==> config.mk <==
export PLATFORM = sky130hd
export DESIGN_NAME = sync_announce_frame_number
export DESIGN_NICKNAME = d
export VERILOG_FILES = /design/src/hw/sync_pkg.sv /design/src/hw/frame_if.sv /design/src/hw/announce_filter.sv /design/src/hw/frame_count_calc.sv /design/src/hw/sync_announce_frame_number.sv
export SDC_FILE = /design/constraint.sdc
export NUM_CORES = 1
export LEC_CHECK = 0
export CORE_ASPECT_RATIO = 1.1
export CORE_MARGIN = 2
export CORE_UTILIZATION = 50
export CTS_CLUSTER_SIZE = 8
export DETAILED_ROUTE_END_ITERATION = 10
export DONT_BUFFER_PORTS = 1
export HOLD_SLACK_MARGIN = 0.02
export PLACE_DENSITY = 0.72
export SLEW_MARGIN = 20
export SYNTH_ARGS = -nofsm -noshare
export SYNTH_HDL_FRONTEND = slang
export SYNTH_SLANG_ARGS = --single-unit
==> constraint.sdc <==
create_clock -name clock_in -period 6.7 [get_ports clock_in]
set_input_delay 2.01 -clock clock_in [delete_from_list [all_inputs] [get_ports clock_in]]
set_output_delay 2.01 -clock clock_in [all_outputs]
set_load 0.005 [all_outputs]
==> src/hw/sync_pkg.sv <==
// constants, register map and types for the timing front end
// assumes one system clock; offsets are byte addresses on an ahb-lite slave
package sync_pkg;

  // port count and register bus
  localparam int unsigned NPORTS_DEF = 4;
  localparam int unsigned REG_AW     = 8;

  // register offsets
  localparam logic [REG_AW-1:0] OFS_CTRL     = 8'h00;
  localparam logic [REG_AW-1:0] OFS_DOMAIN   = 8'h04;
  localparam logic [REG_AW-1:0] OFS_CLASS    = 8'h08;
  localparam logic [REG_AW-1:0] OFS_FINE     = 8'h0C;
  localparam logic [REG_AW-1:0] OFS_COARSE   = 8'h10;
  localparam logic [REG_AW-1:0] OFS_STATUS   = 8'h14;
  localparam logic [REG_AW-1:0] OFS_REPORT   = 8'h18;
  localparam logic [REG_AW-1:0] OFS_NAV_SEC  = 8'h1C;

  // control bits
  localparam int unsigned CTRL_PARTIAL_BIT = 0;
  localparam int unsigned CTRL_LIST_BIT    = 1;
  localparam int unsigned CTRL_REDUND_BIT  = 2;
  localparam int unsigned CTRL_W           = 3;
  localparam logic [CTRL_W-1:0] CTRL_RST   = 3'h0;

  // status fields
  localparam int unsigned ST_FRAME_LSB = 0;
  localparam int unsigned ST_VALID_BIT = 12;
  localparam int unsigned ST_LOCK_BIT  = 13;
  localparam int unsigned ST_PORT_LSB  = 16;
  localparam int unsigned ST_QUAL_LSB  = 24;

  // announce acceptance
  localparam logic [7:0] DOMAIN_FULL    = 8'h18;
  localparam logic [7:0] DOMAIN_PARTIAL = 8'h2C;
  localparam logic [15:0] DOMAIN_RST    = 16'h2C18;
  localparam int unsigned CLASS_SLOTS   = 7;
  localparam logic [CLASS_SLOTS-1:0] CLASS_MASK_RST = 7'h03;
  localparam logic [7:0] CLASS_VALUES [CLASS_SLOTS] =
    '{8'h06, 8'h07, 8'h87, 8'h8C, 8'h96, 8'hA0, 8'hF8};
  localparam logic [2:0] CLASS_NONE = 3'h7;

  // time conversion
  localparam int unsigned FRAME_W     = 10;
  localparam int unsigned R_W         = 42;
  localparam int unsigned SLOT_QW     = 7;
  localparam logic [47:0] EPOCH_GAP_S = 48'h0000_12D5_3D93;
  localparam logic [FRAME_W-1:0] FRAMES_PER_S = 10'h064;
  localparam logic [FRAME_W-1:0] FRAME_LIMIT  = 10'h3FF;
  localparam logic [R_W-1:0] NS_SCALE    = 42'h000_0000_0300;
  localparam logic [R_W-1:0] FINE_SCALE  = 42'h000_0000_0271;
  localparam logic [R_W-1:0] SLOT_SCALED = 42'h001_C9C3_8000;
  localparam logic [R_W-1:0] SEC_SCALED  = 42'h0B2_D05E_0000;
  localparam logic [23:0] FINE_MAX       = 24'hBB_8000;

  // port selection states
  typedef enum logic [1:0]
  {
    ST_SEARCH = 2'b01,
    ST_LOCKED = 2'b10
  } sel_state_t;

endpackage : sync_pkg

==> src/hw/frame_if.sv <==
// carrier between the register/selection logic and the frame calculator
// assumes one clock domain; the calculator only reads time and offsets
`timescale 1ns/1ps
interface frame_if;
  import sync_pkg::*;
  logic [47:0]        ptp_sec;
  logic [29:0]        ptp_nsec;
  logic               time_valid;
  logic [23:0]        fine;
  logic signed [15:0] coarse;
  logic [FRAME_W-1:0] frame;
  logic               frame_valid;
  logic [31:0]        nav_sec;

  modport calc (input ptp_sec, ptp_nsec, time_valid, fine, coarse,
                output frame, frame_valid, nav_sec);
  modport ctrl (output ptp_sec, ptp_nsec, time_valid, fine, coarse,
                input frame, frame_valid, nav_sec);
endinterface : frame_if

==> src/hw/announce_filter.sv <==
// per-port announce checker: holds whether the last announce was acceptable
// assumes announce fields are stable in the cycle msg_valid_in is high
`timescale 1ns/1ps
module announce_filter
  import sync_pkg::*;
(
  // clock and reset
  input  wire logic                   clk_in,
  input  wire logic                   rst_n_in,
  // received announce
  input  wire logic                   msg_valid_in,
  input  wire logic [7:0]             domain_in,
  input  wire logic [7:0]             class_in,
  // acceptance lists
  input  wire logic                   partial_in,
  input  wire logic                   list_en_in,
  input  wire logic [15:0]            domain_list_in,
  input  wire logic [CLASS_SLOTS-1:0] class_mask_in,
  // result
  output logic                        qualified_out,
  output logic [7:0]                  class_seen_out
);

  // map a class value to its mask slot; anything else has no slot
  function automatic logic [2:0] class_slot(input logic [7:0] c);
    logic [2:0] s;
    s = CLASS_NONE;
    for (int i = 0; i < CLASS_SLOTS; i++)
    begin
      if (c == CLASS_VALUES[i])
        s = 3'(i);
    end
    return s;
  endfunction : class_slot

  logic       domain_ok;
  logic       class_ok;
  logic [2:0] slot;

  // profile default unless software enables its own two-entry list
  always_comb
  begin
    slot = class_slot(class_in);
    if (list_en_in)
      domain_ok = (domain_in == domain_list_in[7:0]) || (domain_in == domain_list_in[15:8]);
    else
      domain_ok = domain_in == (partial_in ? DOMAIN_PARTIAL : DOMAIN_FULL);
    class_ok = (slot != CLASS_NONE) && class_mask_in[slot];
  end

  // each announce refreshes the verdict; a bad one drops the port at once
  always_ff @(posedge clk_in or negedge rst_n_in)
  begin
    if (!rst_n_in)
    begin
      qualified_out  <= 1'b0;
      class_seen_out <= 8'h00;
    end
    else if (msg_valid_in)
    begin
      qualified_out  <= domain_ok && class_ok;
      class_seen_out <= class_in;
    end
  end
endmodule : announce_filter

==> src/hw/frame_count_calc.sv <==
// derives the 10 ms frame count from precision time and the two offsets
// two-cycle pipeline; assumes nanoseconds below one second and clamped fine offset
`timescale 1ns/1ps
module frame_count_calc
  import sync_pkg::*;
(
  // clock and reset
  input  wire logic clk_in,
  input  wire logic rst_n_in,
  // time, offsets and result
  frame_if.calc     fif
);

  // restoring division by one frame slot; quotient never exceeds 99
  function automatic logic [SLOT_QW-1:0] slot_div(input logic [R_W-1:0] r);
    logic [R_W-1:0]     acc;
    logic [SLOT_QW-1:0] q;
    acc = r;
    q   = '0;
    for (int i = SLOT_QW - 1; i >= 0; i--)
    begin
      if (acc >= (SLOT_SCALED << i))
      begin
        acc  = acc - (SLOT_SCALED << i);
        q[i] = 1'b1;
      end
    end
    return q;
  endfunction : slot_div

  logic [47:0]          nav_sec;
  logic [R_W-1:0]       ns_scaled;
  logic [R_W-1:0]       fine_scaled;
  logic signed [R_W-1:0] rem_raw;
  logic                 borrow;
  logic [2*FRAME_W-1:0] sec_frames;
  logic [FRAME_W-1:0]   base_reg;
  logic [R_W-1:0]       rem_reg;
  logic                 v1_reg;
  logic [FRAME_W-1:0]   frame_reg;
  logic                 fv_reg;
  logic [31:0]          nav_reg;

  // everything in 1/768 ns so the 1.2288 ratio stays integer
  always_comb
  begin
    nav_sec     = fif.ptp_sec - EPOCH_GAP_S;
    ns_scaled   = R_W'(fif.ptp_nsec) * NS_SCALE;
    fine_scaled = R_W'(fif.fine) * FINE_SCALE;
    rem_raw     = signed'(ns_scaled - fine_scaled);
    borrow      = rem_raw < 0;
    sec_frames  = (2*FRAME_W)'(nav_sec[FRAME_W-1:0]) * (2*FRAME_W)'(FRAMES_PER_S);
  end

  // stage one: whole frames from seconds and coarse offset, remainder kept
  always_ff @(posedge clk_in or negedge rst_n_in)
  begin
    if (!rst_n_in)
    begin
      base_reg <= '0;
      rem_reg  <= '0;
      v1_reg   <= 1'b0;
      nav_reg  <= '0;
    end
    else
    begin
      // low bits only: modulo 1024 keeps the count non-negative for free;
      // a borrowed second costs a whole second of frames, not one frame
      base_reg <= sec_frames[FRAME_W-1:0] - (borrow ? FRAMES_PER_S : '0)
                  - fif.coarse[FRAME_W-1:0];
      rem_reg  <= borrow ? R_W'(rem_raw) + SEC_SCALED : R_W'(rem_raw);
      v1_reg   <= fif.time_valid;
      nav_reg  <= nav_sec[31:0];
    end
  end

  // stage two: add frames inside the current second
  always_ff @(posedge clk_in or negedge rst_n_in)
  begin
    if (!rst_n_in)
    begin
      frame_reg <= '0;
      fv_reg    <= 1'b0;
    end
    else
    begin
      frame_reg <= base_reg + FRAME_W'(slot_div(rem_reg));
      fv_reg    <= v1_reg;
    end
  end

  assign fif.frame       = frame_reg;
  assign fif.frame_valid = fv_reg;
  assign fif.nav_sec     = nav_reg;

  logic [FRAME_W-1:0] exp_whole;
  assign exp_whole = sec_frames[FRAME_W-1:0] - fif.coarse[FRAME_W-1:0];
endmodule : frame_count_calc

==> src/hw/sync_announce_frame_number.sv <==
// timing front end: announce qualification, port selection, frame count
// assumes announce and time inputs synchronous to clock_in; one ahb-lite master
`timescale 1ns/1ps
module sync_announce_frame_number
  import sync_pkg::*;
#(
  parameter int unsigned NPORTS = NPORTS_DEF
)
(
  // clock and reset
  input  wire logic                  clock_in,
  input  wire logic                  nrst_in,
  // ahb-lite slave
  input  wire logic                  hsel_in,
  input  wire logic [31:0]           haddr_in,
  input  wire logic [1:0]            htrans_in,
  input  wire logic                  hwrite_in,
  input  wire logic [2:0]            hsize_in,
  input  wire logic [31:0]           hwdata_in,
  input  wire logic                  hready_in,
  output logic [31:0]                hrdata_out,
  output logic                       hreadyout_out,
  output logic                       hresp_out,
  // announce messages, one lane per port
  input  wire logic [NPORTS-1:0]     announce_valid_in,
  input  wire logic [NPORTS*8-1:0]   announce_domain_in,
  input  wire logic [NPORTS*8-1:0]   announce_class_in,
  // precision time from the recovered clock
  input  wire logic [47:0]           ptp_sec_in,
  input  wire logic [29:0]           ptp_nsec_in,
  input  wire logic                  ptp_valid_in,
  // timing outputs
  output logic [FRAME_W-1:0]         system_frame_count_out,
  output logic                       frame_valid_out,
  output logic                       ref_locked_out,
  output logic [$clog2(NPORTS)-1:0]  active_port_out
);

  localparam int unsigned PW = $clog2(NPORTS);

  // lowest qualified port; used for both first lock and switchover
  function automatic logic [PW-1:0] lowest_port(input logic [NPORTS-1:0] v);
    logic [PW-1:0] p;
    p = '0;
    for (int i = NPORTS - 1; i >= 0; i--)
    begin
      if (v[i])
        p = PW'(i);
    end
    return p;
  endfunction : lowest_port

  // reset release through two flops; deassertion is clean, assertion is immediate
  logic [1:0] rst_pipe_reg;
  logic       rst_n;

  always_ff @(posedge clock_in or negedge nrst_in)
  begin
    if (!nrst_in)
      rst_pipe_reg <= 2'b00;
    else
      rst_pipe_reg <= {rst_pipe_reg[0], 1'b1};
  end

  assign rst_n = rst_pipe_reg[1];

  // registers
  logic [CTRL_W-1:0]      ctrl_reg;
  logic [15:0]            domain_reg;
  logic [CLASS_SLOTS-1:0] class_mask_reg;
  logic [23:0]            fine_reg;
  logic signed [15:0]     coarse_reg;
  logic                   wr_pend_reg;
  logic [REG_AW-1:0]      wr_addr_reg;
  logic [31:0]            hrdata_reg;
  logic [31:0]            rd_mux;
  logic [31:0]            status_word;
  logic                   addr_ok;

  // selection state
  sel_state_t             state_reg;
  logic [PW-1:0]          active_reg;
  logic                   ever_locked_reg;
  logic [NPORTS-1:0]      qual;
  logic [NPORTS-1:0]      others;
  logic [7:0]             class_seen [NPORTS];

  frame_if fif ();

  // bus: zero wait states, never an error
  assign addr_ok       = hsel_in && htrans_in[1] && hready_in;
  assign hreadyout_out = 1'b1;
  assign hresp_out     = 1'b0;
  assign hrdata_out    = hrdata_reg;

  // address phase capture; the write lands in the data phase
  always_ff @(posedge clock_in or negedge rst_n)
  begin
    if (!rst_n)
    begin
      wr_pend_reg <= 1'b0;
      wr_addr_reg <= '0;
    end
    else
    begin
      wr_pend_reg <= addr_ok && hwrite_in;
      wr_addr_reg <= haddr_in[REG_AW-1:0];
    end
  end

  // configuration writes; fine offset beyond one frame is clamped
  always_ff @(posedge clock_in or negedge rst_n)
  begin
    if (!rst_n)
    begin
      ctrl_reg       <= CTRL_RST;
      domain_reg     <= DOMAIN_RST;
      class_mask_reg <= CLASS_MASK_RST;
      fine_reg       <= '0;
      coarse_reg     <= '0;
    end
    else if (wr_pend_reg)
    begin
      case (wr_addr_reg)
        OFS_CTRL:   ctrl_reg       <= hwdata_in[CTRL_W-1:0];
        OFS_DOMAIN: domain_reg     <= hwdata_in[15:0];
        OFS_CLASS:  class_mask_reg <= hwdata_in[CLASS_SLOTS-1:0];
        OFS_FINE:   fine_reg       <= (hwdata_in[23:0] > FINE_MAX || hwdata_in[31:24] != 8'h00)
                                      ? FINE_MAX : hwdata_in[23:0];
        OFS_COARSE: coarse_reg     <= hwdata_in[15:0];
        default:    ;
      endcase
    end
  end

  // status word assembly
  always_comb
  begin
    status_word = '0;
    status_word[ST_FRAME_LSB +: FRAME_W] = fif.frame;
    status_word[ST_VALID_BIT]            = fif.frame_valid;
    status_word[ST_LOCK_BIT]             = state_reg == ST_LOCKED;
    status_word[ST_PORT_LSB +: PW]       = active_reg;
    status_word[ST_QUAL_LSB +: NPORTS]   = qual;
  end

  // read mux; unmapped addresses read zero
  always_comb
  begin
    case (haddr_in[REG_AW-1:0])
      OFS_CTRL:    rd_mux = 32'(ctrl_reg);
      OFS_DOMAIN:  rd_mux = 32'(domain_reg);
      OFS_CLASS:   rd_mux = 32'(class_mask_reg);
      OFS_FINE:    rd_mux = 32'(fine_reg);
      OFS_COARSE:  rd_mux = 32'(unsigned'(coarse_reg));
      OFS_STATUS:  rd_mux = status_word;
      OFS_REPORT:  rd_mux = 32'(class_seen[active_reg]);
      OFS_NAV_SEC: rd_mux = fif.nav_sec;
      default:     rd_mux = 32'h0000_0000;
    endcase
  end

  // read data sampled at the address phase so it stands in the data phase
  always_ff @(posedge clock_in or negedge rst_n)
  begin
    if (!rst_n)
      hrdata_reg <= '0;
    else if (addr_ok && !hwrite_in)
      hrdata_reg <= rd_mux;
  end

  // one announce checker per port
  genvar g;
  generate
    for (g = 0; g < NPORTS; g++)
    begin : g_port
      announce_filter u_filter (
        .clk_in         (clock_in),
        .rst_n_in       (rst_n),
        .msg_valid_in   (announce_valid_in[g]),
        .domain_in      (announce_domain_in[g*8 +: 8]),
        .class_in       (announce_class_in[g*8 +: 8]),
        .partial_in     (ctrl_reg[CTRL_PARTIAL_BIT]),
        .list_en_in     (ctrl_reg[CTRL_LIST_BIT]),
        .domain_list_in (domain_reg),
        .class_mask_in  (class_mask_reg),
        .qualified_out  (qual[g]),
        .class_seen_out (class_seen[g])
      );
    end
  endgenerate

  assign others = qual & ~(NPORTS'(1) << active_reg);

  // port selection: any port at startup, redundancy switch when enabled;
  // without redundancy the first chosen port is kept and re-locked only on it
  always_ff @(posedge clock_in or negedge rst_n)
  begin
    if (!rst_n)
    begin
      state_reg       <= ST_SEARCH;
      active_reg      <= '0;
      ever_locked_reg <= 1'b0;
    end
    else
    begin
      case (state_reg)
        ST_SEARCH:
        begin
          if (!ever_locked_reg || ctrl_reg[CTRL_REDUND_BIT])
          begin
            if (|qual)
            begin
              active_reg      <= lowest_port(qual);
              state_reg       <= ST_LOCKED;
              ever_locked_reg <= 1'b1;
            end
          end
          else if (qual[active_reg])
            state_reg <= ST_LOCKED;
        end
        ST_LOCKED:
        begin
          if (!qual[active_reg])
          begin
            if (ctrl_reg[CTRL_REDUND_BIT] && |others)
              active_reg <= lowest_port(others);
            else
              state_reg <= ST_SEARCH;
          end
        end
        default:
          state_reg <= ST_SEARCH;
      endcase
    end
  end

  // frame calculator wiring
  assign fif.ptp_sec    = ptp_sec_in;
  assign fif.ptp_nsec   = ptp_nsec_in;
  assign fif.time_valid = ptp_valid_in && (state_reg == ST_LOCKED);
  assign fif.fine       = fine_reg;
  assign fif.coarse     = coarse_reg;

  frame_count_calc u_frame (
    .clk_in   (clock_in),
    .rst_n_in (rst_n),
    .fif      (fif)
  );

  assign system_frame_count_out = fif.frame;
  assign frame_valid_out        = fif.frame_valid;
  assign ref_locked_out         = state_reg == ST_LOCKED;
  assign active_port_out        = active_reg;
endmodule : sync_announce_frame_number

==> metrics <==
top post-synthesis cells by area=dfrtp_1 (24%), ha_1 (8.1%), fa_1 (7.6%), xnor2_1 (7.3%), inv_1 (4.8%); dpl cells=4146; Crit Reg-Reg Startpoint=u_frame.rem_reg[32]; die area=52000 µm²; hold wc startpoint=u_frame.v1_reg; CP Class=register to register; initial antenna violation count=1; data arrival time of the critical path=11190 ps; via-per-instance ratio=5.99; Seq/Total Area, Yosys=0.246; relative slew slack=0.265; period utilization=1.61; crit end category=register; placed cell area=31500 µm²; Post-synth top cells=inv_1 (321), dfrtp_1 (238), xnor2_1 (210), nor2_1 (189), nand2_1 (187); Hold Vio Cnt, Final=0; number of diodes=0; std cell rows=86; dpl hpwl=67500 µm; number of flip-flops in the largest register=42; Layout Skew=21.8 ps; Hold Crit Class=register to register; antenna viol nets, final=0; first drt pass iteration count=6; synthesis-stage register bit count=246; Mapped Area=25100 µm²; Die Ht=239 µm; Layout fillers=3617; Clock Latency Late Sink=540 ps; Worst Path Required=7130 ps; Synth Flop Type=dfrtp_1; reg2reg end=u_frame.fif.frame[8]; Clock Tree Buf Depth=3; initial core utilization=0.504; CP max stage cell=or4_1; initial DRC count=1886; WHS Endpoint=u_frame.fif.frame_valid; Overflow after GRT=0; synth unique cells=117; Final nets=4090; Post-synth EDFFs=0; die width=218 µm; asr flop ratio synth=1.00; slack of the critical path=-4060 ps; Finished Cell Area=34600 µm²; port buffer count=0; drt wl/cell=20.6 µm; hold-critical path depth=0; vias in the first global route=26600; gr usage total=0.329; Slew Limit Fails=0; clk sinks=246; H-Tree Depth=2; Reg2Reg Depth=57; largest net degree at the start of global routing=184; Synth Warn #=0; Max Clk Rate=92.9 MHz; core area=49800 µm²; final setup TNS=-73570 ps; first-pass GRT wire length=138000 µm; Root Driver=clkbuf_16; MaxCap Viol Count=0; Final setup viols=41; area grow syn2layout=37.9%; Vias=25700; cts bufs inserted=36; # DRC=0; Tmin final=10760 ps; Total Wirelength=88700 µm; slew at the pin closest to its max-slew limit=1100 ps; Final Non-Filler Cells=4296; flop2flop setup slack=-4060 ps; synthesized area per cell=8.76 µm²; failing checks=negative setup slack; layout cells sized above 1=0.352; RSZ-0062 raised after global routing=true; top-area cell type share of the netlist area=0.237; hold slack final=351 ps; TritonCTS clock tree=yes; Synth Instances=2867; most common cell in the netlist=inv_1; Worst-path clk slew=50 ps; Startpoint Class=register; most used cell, CP=buf_4; Placer Congestion=0.943; outcome=complete, but fails checks; Synth area leader=dfrtp_1; CP max FO=6; Ports=269; CP max stage delay=500 ps
[metal layers]
layer	vias to the layer above	global-route usage	share of wire
met2	1046	0.596	0.51
met3	307	0.0595	0.066
met4	2	0.148	0.049
met1	12600	0.376	0.38
li1	11800	-	-
met5	-	0	0.00015
[per-stage QoR]
stage	util	setup slack (ps)
4_1_cts	0.679	-3770
3_3_place_gp	0.632	-4350
3_5_place_dp	0.632	-4630
6_report	0.695	-4060
5_1_grt	0.695	-4560
2_1_floorplan	-	-4370
[kinds of logic after synthesis]
| kind of cell | Yosys count | share of synthesized area |
|---|---|---|
| buffers and inverters | 421 | 0.0656 |
| XOR/XNOR | 286 | 0.100 |
| AND/OR/NAND/NOR | 818 | 0.170 |
| other | 2 | 0.000299 |
| AO/OA/AOI/OAI | 718 | 0.205 |
| flip-flops | 246 | 0.246 |
| adder cells (fa/ha/maj) | 258 | 0.157 |
| multiplexers | 118 | 0.0559 |
[cells in the final DEF, fill, tap and decap left out, types with 52 or more instances in the layout]
cell     netlist  layout
nor3_1        71      59
xor2_1        75      71
o21ai_0      113      87
dfrtp_1      238     236
xnor2_1      210     187
nand4_1       52      52
ha_1         163     140
nand2_1      187     167
fa_1          95      90
inv_1        321     309
nand3_1       62      53
mux2_2        85      84
a21oi_1      122      88
nor2_1       189     177
buf_4          6     765
[critical path, delay by kind of cell, from the launching register on]
family | cells | cell delay (ps)
buffers and inverters | 10 | 1050
xor gates and xnor gates | 4 | 540
adders and majority gates | 5 | 1050
DFF | 1 | 380
AOI/OAI and AO/OA | 20 | 4100
and+or+nand+nor | 15 | 2830
muxes | 3 | 710
[worst max path at each step]
stage / end / from / slack, ps
global route: u_frame.fif.frame[8] / u_frame.rem_reg[3] / -4560
finish: u_frame.fif.frame[8] / u_frame.rem_reg[32] / -4060
CTS: u_frame.fif.frame[8] / u_frame.rem_reg[6] / -3770
global placement: u_frame.fif.frame[8] / u_frame.rem_reg[3] / -4350
detailed placement: u_frame.fif.frame[8] / u_frame.rem_reg[3] / -4630
floorplan: u_frame.fif.frame[8] / u_frame.rem_reg[21] / -4370
[repair_timing]
action                     4_1_cts  5_1_grt
setup buffers                   64       41
hold endpoints to repair         0        0
resized for setup              174      117
gates cloned                     1        0
setup endpoints to repair       41       41
hold buffers                     0        0
pin swaps                      155      121
[final cells by class]
cell class | count | area [µm²] | area share
Multi-Input combinational cell | 2204 | 19200 | 0.555
Timing Repair Buffer | 798 | 6140 | 0.177
Tap cell | 660 | 826 | 0.0238
Sequential cell | 246 | 6170 | 0.178
Clock buffer | 60 | 991 | 0.0286
Inverter | 325 | 1230 | 0.0354
Clock inverter | 3 | 47.5 | 0.00137
Power is left out: the tool's default activity adds up to more than one toggle a clock period on the data nets, which glitch-free logic cannot reach.
